[config.mk]
export PLATFORM = sky130hd
export DESIGN_NAME = ufm_uart
export DESIGN_NICKNAME = d
export VERILOG_FILES = /design/src/ufm_pkg.sv /design/src/ufm_uart.sv
export VERILOG_INCLUDE_DIRS = /design/src
export SDC_FILE = /design/constraint.sdc
export NUM_CORES = 1
export LEC_CHECK = 0
export BUFFER_PORTS_ARGS = -buffer_cell sky130_fd_sc_hd__buf_2
export CAP_MARGIN = 5
export CORE_UTILIZATION = 56
export DETAILED_ROUTE_END_ITERATION = 7
export GPL_ROUTABILITY_DRIVEN = 0
export PLACE_DENSITY = 0.76
export SYNTH_ARGS = -nofsm -noshare
export SYNTH_HDL_FRONTEND = slang
export SYNTH_SLANG_ARGS = --single-unit
[constraint.sdc]
create_clock -name clk_in -period 3.97 [get_ports clk_in]
set_input_delay 0.794 -clock clk_in [delete_from_list [all_inputs] [get_ports clk_in]]
set_output_delay 0.794 -clock clk_in [all_outputs]
set_load 0.05 [all_outputs]
[src/ufm_defs.svh]
// Purpose: Offsets, field positions, reset values and timing counts of the serial port core.
// Assumes: Register index is byte address bits 4:2 on the Avalon-MM slave.
// Notes: Behaviour of the core, one line per item:
`ifndef UFM_DEFS_SVH
`define UFM_DEFS_SVH

`define UFM_IDX_DATA 3'h0
`define UFM_IDX_IER 3'h1
`define UFM_IDX_FIFO 3'h2
`define UFM_IDX_LCR 3'h3
`define UFM_IDX_MCR 3'h4
`define UFM_IDX_LSR 3'h5
`define UFM_IDX_MSR 3'h6
`define UFM_IDX_SCR 3'h7

`define UFM_FC_EN 0
`define UFM_FC_RXFL 1
`define UFM_FC_TXFL 2
`define UFM_LC_STOP 2
`define UFM_LC_PEN 3
`define UFM_LC_EPS 4
`define UFM_LC_STICK 5
`define UFM_LC_BREAK 6
`define UFM_LC_DIVISOR_LATCH_ACCESS_BIT 7
`define UFM_MC_DTR 0
`define UFM_MC_RTS 1
`define UFM_MC_USER_OUTPUT_ONE 2
`define UFM_MC_GATE 3
`define UFM_MC_LOOP 4
`define UFM_MC_MASK 8'h1F
`define UFM_IER_MASK 8'h0F

`define UFM_TRIG_0 5'h01
`define UFM_TRIG_1 5'h04
`define UFM_TRIG_2 5'h08
`define UFM_TRIG_3 5'h0E

`define UFM_RST_LCR 8'h03
`define UFM_RST_DIV 16'h0001
`define UFM_IIR_NONE 3'h0
`define UFM_IIR_LS 3'h3
`define UFM_IIR_RDA 3'h2
`define UFM_IIR_THR 3'h1

`define UFM_TICKS_BIT 5'h10
`define UFM_TICKS_HALF 5'h08
`define UFM_TICKS_ONEHALF 5'h18
`define UFM_TICKS_TWO 6'h20

`endif

[src/ufm_pkg.sv]
// Purpose: Types shared by the serial port core.
// Assumes: Nothing beyond the defines header.
// Notes: State codes are left to the tool.
package ufm_pkg;
    typedef enum logic [2:0] {UFM_IDLE, UFM_START, UFM_DATA, UFM_PAR, UFM_STOP} ufm_line_state_type;
endpackage

[src/ufm_uart.sv]
// Purpose: Serial port with FIFOs, line control, modem control and line status behind Avalon-MM.
// Assumes: All inputs synchronous to clk_in; serial_in idles high.
// Notes: Every access has one wait state; read side effects happen at the completing edge.
//
// Register access over Avalon-MM is this design's own decision.
`timescale 1ns/1ps
`include "ufm_defs.svh"

module ufm_uart #(
    parameter int FIFO_DEPTH = 16,
    parameter int CNT_W = 5
) (
    input wire logic clk_in,
    input wire logic rst_in,
    input wire logic [4:0] avs_address_in,
    input wire logic avs_read_in,
    input wire logic avs_write_in,
    input wire logic [31:0] avs_writedata_in,
    input wire logic [3:0] avs_byteenable_in,
    output logic [31:0] avs_readdata_out,
    output logic avs_waitrequest_out,
    input wire logic serial_in,
    output logic serial_out,
    input wire logic clear_to_send_in_n,
    input wire logic set_ready_in_n,
    input wire logic ring_in_n,
    input wire logic carrier_in_n,
    output logic terminal_ready_out_n,
    output logic send_request_out_n,
    output logic irq_out,
    output logic irq_oe_n_out
);
    import ufm_pkg::*;

    localparam int PTR_W = $clog2(FIFO_DEPTH);

    // Masks a character down to the selected word length.
    function automatic logic [7:0] mask_len(input logic [7:0] d, input logic [1:0] wl);
        mask_len = d & (8'hFF >> (3'h3 - {1'b0, wl}));
    endfunction

    // Parity bit value for a character under the current line format.
    function automatic logic par_bit(input logic [7:0] d, input logic [7:0] lc);
        if (lc[`UFM_LC_STICK]) begin
            par_bit = ~lc[`UFM_LC_EPS];
        end else begin
            par_bit = (^mask_len(d, lc[1:0])) ^ ~lc[`UFM_LC_EPS];
        end
    endfunction

    logic ack_q;
    logic [31:0] rdata_q;
    logic [7:0] lcr_q;
    logic [7:0] mcr_q;
    logic [7:0] ier_q;
    logic [7:0] scr_q;
    logic [15:0] div_q;
    logic [15:0] bcnt_q;
    logic fifo_en_q;
    logic [1:0] trig_q;
    logic oe_q;
    logic pe_q;
    logic fe_q;
    logic thri_q;
    logic thre_prev_q;
    logic [3:0] mstat_q;
    logic [3:0] mdelta_q;
    logic [9:0] rx_mem [FIFO_DEPTH];
    logic [PTR_W-1:0] rx_wr_q;
    logic [PTR_W-1:0] rx_rd_q;
    logic [CNT_W-1:0] rx_cnt_q;
    logic [7:0] tx_mem [FIFO_DEPTH];
    logic [PTR_W-1:0] tx_wr_q;
    logic [PTR_W-1:0] tx_rd_q;
    logic [CNT_W-1:0] tx_cnt_q;
    ufm_line_state_type rx_st_q;
    ufm_line_state_type tx_st_q;
    logic [4:0] rx_tk_q;
    logic [2:0] rx_bit_q;
    logic [7:0] rx_sh_q;
    logic rx_pe_q;
    logic [4:0] tx_tk_q;
    logic [2:0] tx_bit_q;
    logic [7:0] tx_sh_q;
    logic tx_line_q;

    logic req;
    logic acc;
    logic [2:0] idx;
    logic wr_acc;
    logic rd_acc;
    logic [7:0] wd;
    logic divisor_latch_access_bit;
    logic loop;
    logic tick;
    logic rx_line;
    logic fc_wr;
    logic rx_flush;
    logic tx_flush;
    logic rx_push;
    logic [9:0] rx_new;
    logic rx_pop;
    logic tx_push;
    logic tx_pop;
    logic [CNT_W-1:0] cap;
    logic rx_full;
    logic tx_full;
    logic head_new;
    logic [9:0] head_val;
    logic [CNT_W-1:0] trig_lvl;
    logic thre;
    logic temt;
    logic [3:0] mnow;
    logic [7:0] line_status;
    logic [2:0] iid;
    logic [7:0] rval;

    // Bus decode; a request is accepted on the second cycle it is held.
    assign req = avs_read_in | avs_write_in;
    assign acc = req & ack_q;
    assign idx = avs_address_in[4:2];
    assign wd = avs_writedata_in[7:0];
    assign wr_acc = acc & avs_write_in & avs_byteenable_in[0];
    assign rd_acc = acc & avs_read_in;
    assign divisor_latch_access_bit = lcr_q[`UFM_LC_DIVISOR_LATCH_ACCESS_BIT];
    assign loop = mcr_q[`UFM_MC_LOOP];
    assign avs_waitrequest_out = req & ~ack_q;
    assign avs_readdata_out = rdata_q;

    // Write to the FIFO control location; a zero enable bit flushes both FIFOs.
    assign fc_wr = wr_acc & (idx == `UFM_IDX_FIFO);
    assign rx_flush = fc_wr & (~wd[`UFM_FC_EN] | wd[`UFM_FC_RXFL]);
    assign tx_flush = fc_wr & (~wd[`UFM_FC_EN] | wd[`UFM_FC_TXFL]);

    // Without FIFOs each direction holds a single character.
    assign cap = fifo_en_q ? CNT_W'(FIFO_DEPTH) : CNT_W'(1);
    assign rx_full = rx_cnt_q >= cap;
    assign tx_full = tx_cnt_q >= cap;
    assign rx_pop = rd_acc & (idx == `UFM_IDX_DATA) & ~divisor_latch_access_bit & (rx_cnt_q != '0);
    assign tx_push = wr_acc & (idx == `UFM_IDX_DATA) & ~divisor_latch_access_bit & ~tx_full;
    assign tx_pop = (tx_st_q == UFM_IDLE) & tick & (tx_cnt_q != '0);

    // The head changes when a character lands in an empty buffer or an older one leaves.
    assign head_new = (rx_push & (rx_cnt_q == '0 | (rx_full & ~fifo_en_q) | (rx_pop & rx_cnt_q == CNT_W'(1))))
                      | (rx_pop & rx_cnt_q > CNT_W'(1));
    assign head_val = rx_push & ~(rx_pop & rx_cnt_q > CNT_W'(1)) ? rx_new : rx_mem[PTR_W'(rx_rd_q + 1'b1)];

    // Receive trigger level decode.
    always_comb begin
        unique case (trig_q)
            2'h0: trig_lvl = `UFM_TRIG_0;
            2'h1: trig_lvl = `UFM_TRIG_1;
            2'h2: trig_lvl = `UFM_TRIG_2;
            2'h3: trig_lvl = `UFM_TRIG_3;
        endcase
    end

    // Modem status sources swap to control bits in loopback.
    assign mnow = loop ? {mcr_q[`UFM_MC_GATE], mcr_q[`UFM_MC_USER_OUTPUT_ONE], mcr_q[`UFM_MC_DTR], mcr_q[`UFM_MC_RTS]}
                       : {~carrier_in_n, ~ring_in_n, ~set_ready_in_n, ~clear_to_send_in_n};
    assign rx_line = loop ? tx_line_q : serial_in;

    assign thre = tx_cnt_q == '0;
    assign temt = thre & (tx_st_q == UFM_IDLE);
    assign line_status = {1'b0, temt, thre, 1'b0, fe_q, pe_q, oe_q, rx_cnt_q != '0};

    // Interrupt priority: line status, received data, holding empty, modem status.
    always_comb begin
        if (ier_q[2] & (oe_q | pe_q | fe_q)) begin
            iid = `UFM_IIR_LS;
        end else if (ier_q[0] & (fifo_en_q ? rx_cnt_q >= trig_lvl : rx_cnt_q != '0)) begin
            iid = `UFM_IIR_RDA;
        end else if (ier_q[1] & thri_q) begin
            iid = `UFM_IIR_THR;
        end else if (ier_q[3] & (mdelta_q != 4'h0)) begin
            iid = 3'h4;
        end else begin
            iid = `UFM_IIR_NONE;
        end
    end

    // Read value mux; unused upper bits read as zero.
    always_comb begin
        unique case (idx)
            `UFM_IDX_DATA: rval = divisor_latch_access_bit ? div_q[7:0] : rx_mem[rx_rd_q][7:0];
            `UFM_IDX_IER: rval = divisor_latch_access_bit ? div_q[15:8] : ier_q;
            `UFM_IDX_FIFO: rval = {{2{fifo_en_q}}, 3'h0, iid[1:0], iid == `UFM_IIR_NONE};
            `UFM_IDX_LCR: rval = lcr_q;
            `UFM_IDX_MCR: rval = mcr_q & `UFM_MC_MASK;
            `UFM_IDX_LSR: rval = line_status;
            `UFM_IDX_MSR: rval = {mstat_q, mdelta_q};
            `UFM_IDX_SCR: rval = scr_q;
        endcase
    end

    // Bus handshake and read data capture one cycle before completion.
    always_ff @(posedge clk_in) begin
        if (rst_in) begin
            ack_q <= 1'b0;
            rdata_q <= 32'h0;
        end else begin
            ack_q <= req & ~ack_q;
            if (avs_read_in & ~ack_q) begin
                rdata_q <= {24'h0, rval};
            end
        end
    end

    // Software-written control registers.
    always_ff @(posedge clk_in) begin
        if (rst_in) begin
            lcr_q <= `UFM_RST_LCR;
            mcr_q <= 8'h00;
            ier_q <= 8'h00;
            scr_q <= 8'h00;
            div_q <= `UFM_RST_DIV;
            fifo_en_q <= 1'b0;
            trig_q <= 2'h0;
        end else if (wr_acc) begin
            unique case (idx)
                `UFM_IDX_DATA: if (divisor_latch_access_bit) div_q[7:0] <= wd;
                `UFM_IDX_IER: if (divisor_latch_access_bit) div_q[15:8] <= wd; else ier_q <= wd & `UFM_IER_MASK;
                `UFM_IDX_FIFO: begin
                    fifo_en_q <= wd[`UFM_FC_EN];
                    // Trigger is only programmed alongside enable; bit 3 and bits 5:4 are dropped.
                    if (wd[`UFM_FC_EN]) trig_q <= wd[7:6];
                end
                `UFM_IDX_LCR: lcr_q <= wd;
                `UFM_IDX_MCR: mcr_q <= wd & `UFM_MC_MASK;
                `UFM_IDX_LSR: ;
                `UFM_IDX_MSR: ;
                `UFM_IDX_SCR: scr_q <= wd;
            endcase
        end
    end

    // Baud divider: one 16x tick per divisor count; zero behaves as one.
    assign tick = bcnt_q <= 16'h0001;
    always_ff @(posedge clk_in) begin
        if (rst_in) begin
            bcnt_q <= `UFM_RST_DIV;
        end else if (wr_acc & divisor_latch_access_bit & (idx == `UFM_IDX_DATA | idx == `UFM_IDX_IER)) begin
            bcnt_q <= 16'h0000;
        end else begin
            bcnt_q <= tick ? div_q : bcnt_q - 16'h0001;
        end
    end

    // Transmit FIFO storage and pointers.
    always_ff @(posedge clk_in) begin
        if (rst_in | tx_flush) begin
            tx_wr_q <= '0;
            tx_rd_q <= '0;
            tx_cnt_q <= '0;
        end else begin
            if (tx_push) begin
                tx_mem[tx_wr_q] <= wd;
                tx_wr_q <= PTR_W'(tx_wr_q + 1'b1);
            end
            if (tx_pop) begin
                tx_rd_q <= PTR_W'(tx_rd_q + 1'b1);
            end
            tx_cnt_q <= CNT_W'(tx_cnt_q + CNT_W'(tx_push) - CNT_W'(tx_pop));
        end
    end

    // Transmit shifter; the flush leaves a character in progress alone.
    always_ff @(posedge clk_in) begin
        if (rst_in) begin
            tx_st_q <= UFM_IDLE;
            tx_tk_q <= 5'h0;
            tx_bit_q <= 3'h0;
            tx_sh_q <= 8'h00;
            tx_line_q <= 1'b1;
        end else if (tick) begin
            tx_tk_q <= 5'(tx_tk_q + 1'b1);
            unique case (tx_st_q)
                UFM_IDLE: begin
                    tx_line_q <= 1'b1;
                    if (tx_pop) begin
                        tx_sh_q <= mask_len(tx_mem[tx_rd_q], lcr_q[1:0]);
                        tx_st_q <= UFM_START;
                        tx_line_q <= 1'b0;
                        tx_tk_q <= 5'h0;
                    end
                end
                UFM_START: if (tx_tk_q == `UFM_TICKS_BIT - 5'h1) begin
                    tx_st_q <= UFM_DATA;
                    tx_line_q <= tx_sh_q[0];
                    tx_bit_q <= 3'h0;
                    tx_tk_q <= 5'h0;
                end
                UFM_DATA: if (tx_tk_q == `UFM_TICKS_BIT - 5'h1) begin
                    tx_tk_q <= 5'h0;
                    if (tx_bit_q == {1'b1, lcr_q[1:0]}) begin
                        tx_st_q <= lcr_q[`UFM_LC_PEN] ? UFM_PAR : UFM_STOP;
                        tx_line_q <= lcr_q[`UFM_LC_PEN] ? par_bit(tx_sh_q, lcr_q) : 1'b1;
                    end else begin
                        tx_bit_q <= 3'(tx_bit_q + 1'b1);
                        tx_line_q <= tx_sh_q[3'(tx_bit_q + 1'b1)];
                    end
                end
                UFM_PAR: if (tx_tk_q == `UFM_TICKS_BIT - 5'h1) begin
                    tx_st_q <= UFM_STOP;
                    tx_line_q <= 1'b1;
                    tx_tk_q <= 5'h0;
                end
                UFM_STOP: begin
                    // Stop length: 16 ticks, or 24 for five-bit words, or 32 otherwise.
                    if (tx_tk_q == (~lcr_q[`UFM_LC_STOP] ? `UFM_TICKS_BIT - 5'h1 :
                                    (lcr_q[1:0] == 2'h0 ? `UFM_TICKS_ONEHALF - 5'h1 : 5'(`UFM_TICKS_TWO - 6'h1)))) begin
                        tx_st_q <= UFM_IDLE;
                    end
                end
            endcase
        end
    end

    // Receive shifter; samples at mid-bit and checks only the first stop bit.
    always_ff @(posedge clk_in) begin
        rx_push <= 1'b0;
        if (rst_in) begin
            rx_st_q <= UFM_IDLE;
            rx_tk_q <= 5'h0;
            rx_bit_q <= 3'h0;
            rx_sh_q <= 8'h00;
            rx_pe_q <= 1'b0;
            rx_new <= 10'h000;
        end else if (tick) begin
            rx_tk_q <= 5'(rx_tk_q + 1'b1);
            unique case (rx_st_q)
                UFM_IDLE: if (~rx_line) begin
                    rx_st_q <= UFM_START;
                    rx_tk_q <= 5'h0;
                end
                UFM_START: if (rx_tk_q == `UFM_TICKS_HALF - 5'h1) begin
                    rx_st_q <= rx_line ? UFM_IDLE : UFM_DATA;
                    rx_tk_q <= 5'h0;
                    rx_bit_q <= 3'h0;
                    rx_sh_q <= 8'h00;
                    rx_pe_q <= 1'b0;
                end
                UFM_DATA: if (rx_tk_q == `UFM_TICKS_BIT - 5'h1) begin
                    rx_tk_q <= 5'h0;
                    rx_sh_q[rx_bit_q] <= rx_line;
                    rx_bit_q <= 3'(rx_bit_q + 1'b1);
                    if (rx_bit_q == {1'b1, lcr_q[1:0]}) begin
                        rx_st_q <= lcr_q[`UFM_LC_PEN] ? UFM_PAR : UFM_STOP;
                    end
                end
                UFM_PAR: if (rx_tk_q == `UFM_TICKS_BIT - 5'h1) begin
                    rx_tk_q <= 5'h0;
                    rx_pe_q <= rx_line != par_bit(rx_sh_q, lcr_q);
                    rx_st_q <= UFM_STOP;
                end
                UFM_STOP: if (rx_tk_q == `UFM_TICKS_BIT - 5'h1) begin
                    rx_new <= {~rx_line, rx_pe_q, rx_sh_q};
                    rx_push <= 1'b1;
                    rx_st_q <= UFM_IDLE;
                end
            endcase
        end
    end

    // Receive FIFO; when full a FIFO drops the character, a single buffer is overwritten.
    always_ff @(posedge clk_in) begin
        if (rst_in | rx_flush) begin
            rx_wr_q <= '0;
            rx_rd_q <= '0;
            rx_cnt_q <= '0;
        end else begin
            // A read in the same cycle frees a slot, so the new character is kept.
            if (rx_push & (~rx_full | rx_pop)) begin
                rx_mem[rx_wr_q] <= rx_new;
                rx_wr_q <= PTR_W'(rx_wr_q + 1'b1);
            end else if (rx_push & ~fifo_en_q & ~rx_pop) begin
                rx_mem[rx_rd_q] <= rx_new;
            end
            if (rx_pop) begin
                rx_rd_q <= PTR_W'(rx_rd_q + 1'b1);
            end
            rx_cnt_q <= CNT_W'(rx_cnt_q + CNT_W'(rx_push & (~rx_full | rx_pop)) - CNT_W'(rx_pop));
        end
    end

    // Sticky line status flags; a new event wins over the clearing read.
    always_ff @(posedge clk_in) begin
        if (rst_in) begin
            oe_q <= 1'b0;
            pe_q <= 1'b0;
            fe_q <= 1'b0;
        end else begin
            if (rd_acc & (idx == `UFM_IDX_LSR)) begin
                oe_q <= 1'b0;
                pe_q <= 1'b0;
                fe_q <= 1'b0;
            end
            if (rx_push & rx_full & ~rx_pop) oe_q <= 1'b1;
            if (head_new & head_val[8]) pe_q <= 1'b1;
            if (head_new & head_val[9]) fe_q <= 1'b1;
        end
    end

    // Holding-empty interrupt: set on becoming empty, cleared by a data write or identification read.
    always_ff @(posedge clk_in) begin
        if (rst_in) begin
            thri_q <= 1'b0;
            thre_prev_q <= 1'b1;
        end else begin
            thre_prev_q <= thre;
            if (tx_push | (rd_acc & (idx == `UFM_IDX_FIFO) & (iid == `UFM_IIR_THR))) thri_q <= 1'b0;
            if ((thre & ~thre_prev_q) | (wr_acc & (idx == `UFM_IDX_IER) & ~divisor_latch_access_bit & wd[1] & thre)) thri_q <= 1'b1;
        end
    end

    // Modem status change detection; ring flags only its trailing edge.
    always_ff @(posedge clk_in) begin
        if (rst_in) begin
            mstat_q <= 4'h0;
            mdelta_q <= 4'h0;
        end else begin
            mstat_q <= mnow;
            if (rd_acc & (idx == `UFM_IDX_MSR)) mdelta_q <= 4'h0;
            if (mnow[0] != mstat_q[0]) mdelta_q[0] <= 1'b1;
            if (mnow[1] != mstat_q[1]) mdelta_q[1] <= 1'b1;
            if (~mnow[2] & mstat_q[2]) mdelta_q[2] <= 1'b1;
            if (mnow[3] != mstat_q[3]) mdelta_q[3] <= 1'b1;
        end
    end

    // Registered pins; loopback parks all but irq_out inactive, break overrides the line.
    always_ff @(posedge clk_in) begin
        if (rst_in) begin
            serial_out <= 1'b1;
            terminal_ready_out_n <= 1'b1;
            send_request_out_n <= 1'b1;
            irq_out <= 1'b0;
            irq_oe_n_out <= 1'b1;
        end else begin
            serial_out <= lcr_q[`UFM_LC_BREAK] ? 1'b0 : (loop | tx_line_q);
            terminal_ready_out_n <= loop | ~mcr_q[`UFM_MC_DTR];
            send_request_out_n <= loop | ~mcr_q[`UFM_MC_RTS];
            irq_out <= iid != `UFM_IIR_NONE;
            irq_oe_n_out <= ~mcr_q[`UFM_MC_GATE] | loop;
        end
    end

endmodule

==> impl_metrics.tcl <==
set metrics [dict create \
    status "finished clean" \
    clk_pin_slew_worst_paths_ps 60 \
    antenna_found_initial 0 \
    hold_violations 0 \
    core.rowCount 69 \
    setup_viol 0 \
    min_path_type "register to register" \
    max_cap_violations 0 \
    cts_root_buf "clkbuf_16" \
    drt-met1-wl_um 20000 \
    die_y_um 192 \
    post-place-ws_ps 303 \
    worst_skew_pair.late_latency_ps 580 \
    cts_tree "yes" \
    die_w_um 192 \
    nNetsFinal 1709 \
    drcViolationCount 0 \
    grt_setup_unrepaired "false" \
    post-route-period-util_pct 90.0 \
    postCtsSetupBuffers 0 \
    slew_headroom_pct 28.4 \
    cp-endpoint "tx_cnt_q[4]" \
    grt.overflow.total 0 \
    final_cells 2114 \
    drt_wl_total_um 47000 \
    clockBufferDepth 3 \
    n_antenna_cell 0 \
    vias 12900 \
    drv_slew 0 \
    p_per_area_mw_per_mm2 512 \
    critPathLaunch "bcnt_q[5]" \
    worstMarginPinSlew_ps 1070 \
    synth_cell_types 73 \
    setup-tns-final_ps 0 \
    finalPower_mw 11.5 \
    wire_per_inst_um 22.2 \
    startpoint_type "register" \
    ant_nets 0 \
    worstSetupEndpointType "register" \
    grt_pass1_wl_um 72400 \
    htree_num_levels 2 \
    drt_iter0_markers 1363 \
    r2r_cells 15 \
    wl_met3_um 4360 \
    avgSynthCellArea_um2 12.9 \
    syn_area_mm2 0.0202 \
    syn_inst 1559 \
    worstSetupPathType "register to register" \
    grt_pass1_vias 12500 \
    drive_above_1_share_pct 16.8 \
    dieArea_mm2 0.0367 \
    post-route-min-period_ps 3570 \
    core_mm2 0.0355 \
    start_util_pct 56.8 \
    arrival_ps 4070 \
    cts_sinks 460 \
    vdd_ir_drop_max_uv 587 \
    synth-edff-count 288 \
    grt_max_degree 58 \
    highest_layer "met4" \
    portBuffers 34 \
    ctsHoldBuffers 0 \
    synthArstFlopShare_pct 0 \
    cts_buffers 45 \
    yosysSeqAreaShare_pct 60.0 \
    grtUsageTotal_pct 26.3 \
    fin_worst_skew_ps 18.5 \
    reg2reg_to "tx_cnt_q[4]" \
    synth_ff_type "edfxtp_1" \
    yosys_warnings 0 \
    ys_ff_latch 460 \
    drt-vias-per-instance 6.11 \
    wl_met2_um 21600 \
    rrSetupSlack_ps 400 \
    fmax_mhz 280 \
    cp_max_fo 4 \
    worstPathRequired_ps 4460 \
    r2r-start "bcnt_q[5]" \
    first_pass_iters 6 \
    p_leak_nw 7.62 \
    cts_resized 0 \
    placed_area_mm2 0.0209 \
    io_pins 88 \
    dp_hpwl_um 30600 \
    dp_cells 2030 \
    postLayoutCellArea_mm2 0.0225 \
    fin_ws_ps 398 \
    area.growth.synth_to_final_pct 11.4 \
]
## metal layers
metal | track usage, % | up-vias
met5 | 0 | -
met4 | 8.12 | 0
met3 | 5.46 | 70
met2 | 40.3 | 597
met1 | 37.8 | 6390
li1 | - | 5865
## cell usage in the layout, fill, tap and decap left out, drive strengths merged, types with 26 or more instances in the layout
cell	synthesis	final
nor3	30	30
nand2	132	132
ha	41	41
buf	40	95
xor2	26	26
edfxtp	288	288
a21oi	71	71
dfxtp	172	172
o21ai	39	39
nor2	155	155
mux2i	64	64
xnor2	32	32
mux4	87	87
inv	46	47
clkbuf	68	61
nand3	38	38
## critical path: stages (launching register included)
cell	delay, ps
dfxtp_1	320
or4_4	560
or3_4	360
or3_1	440
nor3_1	200
buf_4	190
ha_1	230
inv_1	60
ha_1	150
inv_1	70
fa_1	400
nor2_1	120
nor2_1	50
nor2_1	110
o21ai_0	100
a21oi_1	140
## power breakdown
| part | internal, mW | switching [mW] | total (mW) |
|---|---|---|---|
| clock | 2.52 | 1.80 | 4.33 |
| combinational | 0.722 | 1.06 | 1.78 |
| sequential | 5.21 | 0.171 | 5.38 |
| total | 8.45 | 3.03 | 11.5 |
## flip-flops by register name, indices dropped and copies added, names as in the netlist, 5 cells and up, named ones only
register and flops:
rx_mem 160, bcnt_q 16, scr_q 8, rx_new 10
tx_cnt_q 5, div_q 16, rx_sh_q 8, tx_tk_q 5
avs_readdata_out 8, tx_sh_q 8, tx_mem 128, rx_cnt_q 5
mcr_q 5, lcr_q 8, rx_tk_q 5
## through the flow
stage	hold WS, ps	util, %
3_3_place_gp	441	59.0
3_5_place_dp	444	59.0
5_1_grt	476	63.3
2_1_floorplan	383	-
4_1_cts	454	63.3
6_report	456	63.3
## final cells by class
type	count	area [um^2]
multi-input cells	968	7470
flip-flops and latches	460	12100
well taps	461	577
inverters	46	173
clock buffers	61	1240
repair buffers	95	631
fillers	2557	13000
clock inverters	23	265
## worst min path at each step
stage	start	end	slack [ps]	depth (start not counted)
5_1_grt	mcr_q[1]	send_request_out_n	480	1
3_5_place_dp	mcr_q[1]	send_request_out_n	440	1
4_1_cts	mcr_q[1]	send_request_out_n	450	1
3_3_place_gp	mcr_q[1]	send_request_out_n	440	1
2_1_floorplan	mcr_q[0]	terminal_ready_out_n	380	1
6_report	mcr_q[1]	send_request_out_n	460	1
## Yosys cell counts (13+ instances only)
cell type | count | area [um^2]
nand3_1 | 38 | 190
edfxtp_1 | 288 | 8650
xnor2_1 | 32 | 280
a211oi_1 | 21 | 158
buf_1 | 13 | 48.8
ha_1 | 41 | 513
xor2_1 | 26 | 228
nor2_1 | 155 | 582
or3_1 | 14 | 87.6
nor2b_1 | 17 | 106
mux2i_1 | 64 | 641
buf_4 | 25 | 188
nand2_1 | 131 | 492
dfxtp_1 | 172 | 3440
mux4_2 | 87 | 1960
inv_1 | 46 | 173
o21ai_0 | 39 | 195
nor3_1 | 28 | 140
a21oi_1 | 71 | 355
nand2b_1 | 19 | 119
clkbuf_1 | 68 | 255
## kinds of logic (layout without fill, tap and decap cells)
logic type	count (synthesis)	in the layout	share of synthesized area, %
AOI/OAI and AO/OA	209	209	6.67
xor gates and xnor gates	58	58	2.52
adders and majority gates	43	43	2.74
buffers and inverters	154	225	3.35
DFF	460	460	60.0
muxes	160	160	13.4
other	1	24	0.0186
and+or+nand+nor	474	474	11.3
(Power assumes the default switching activity.)
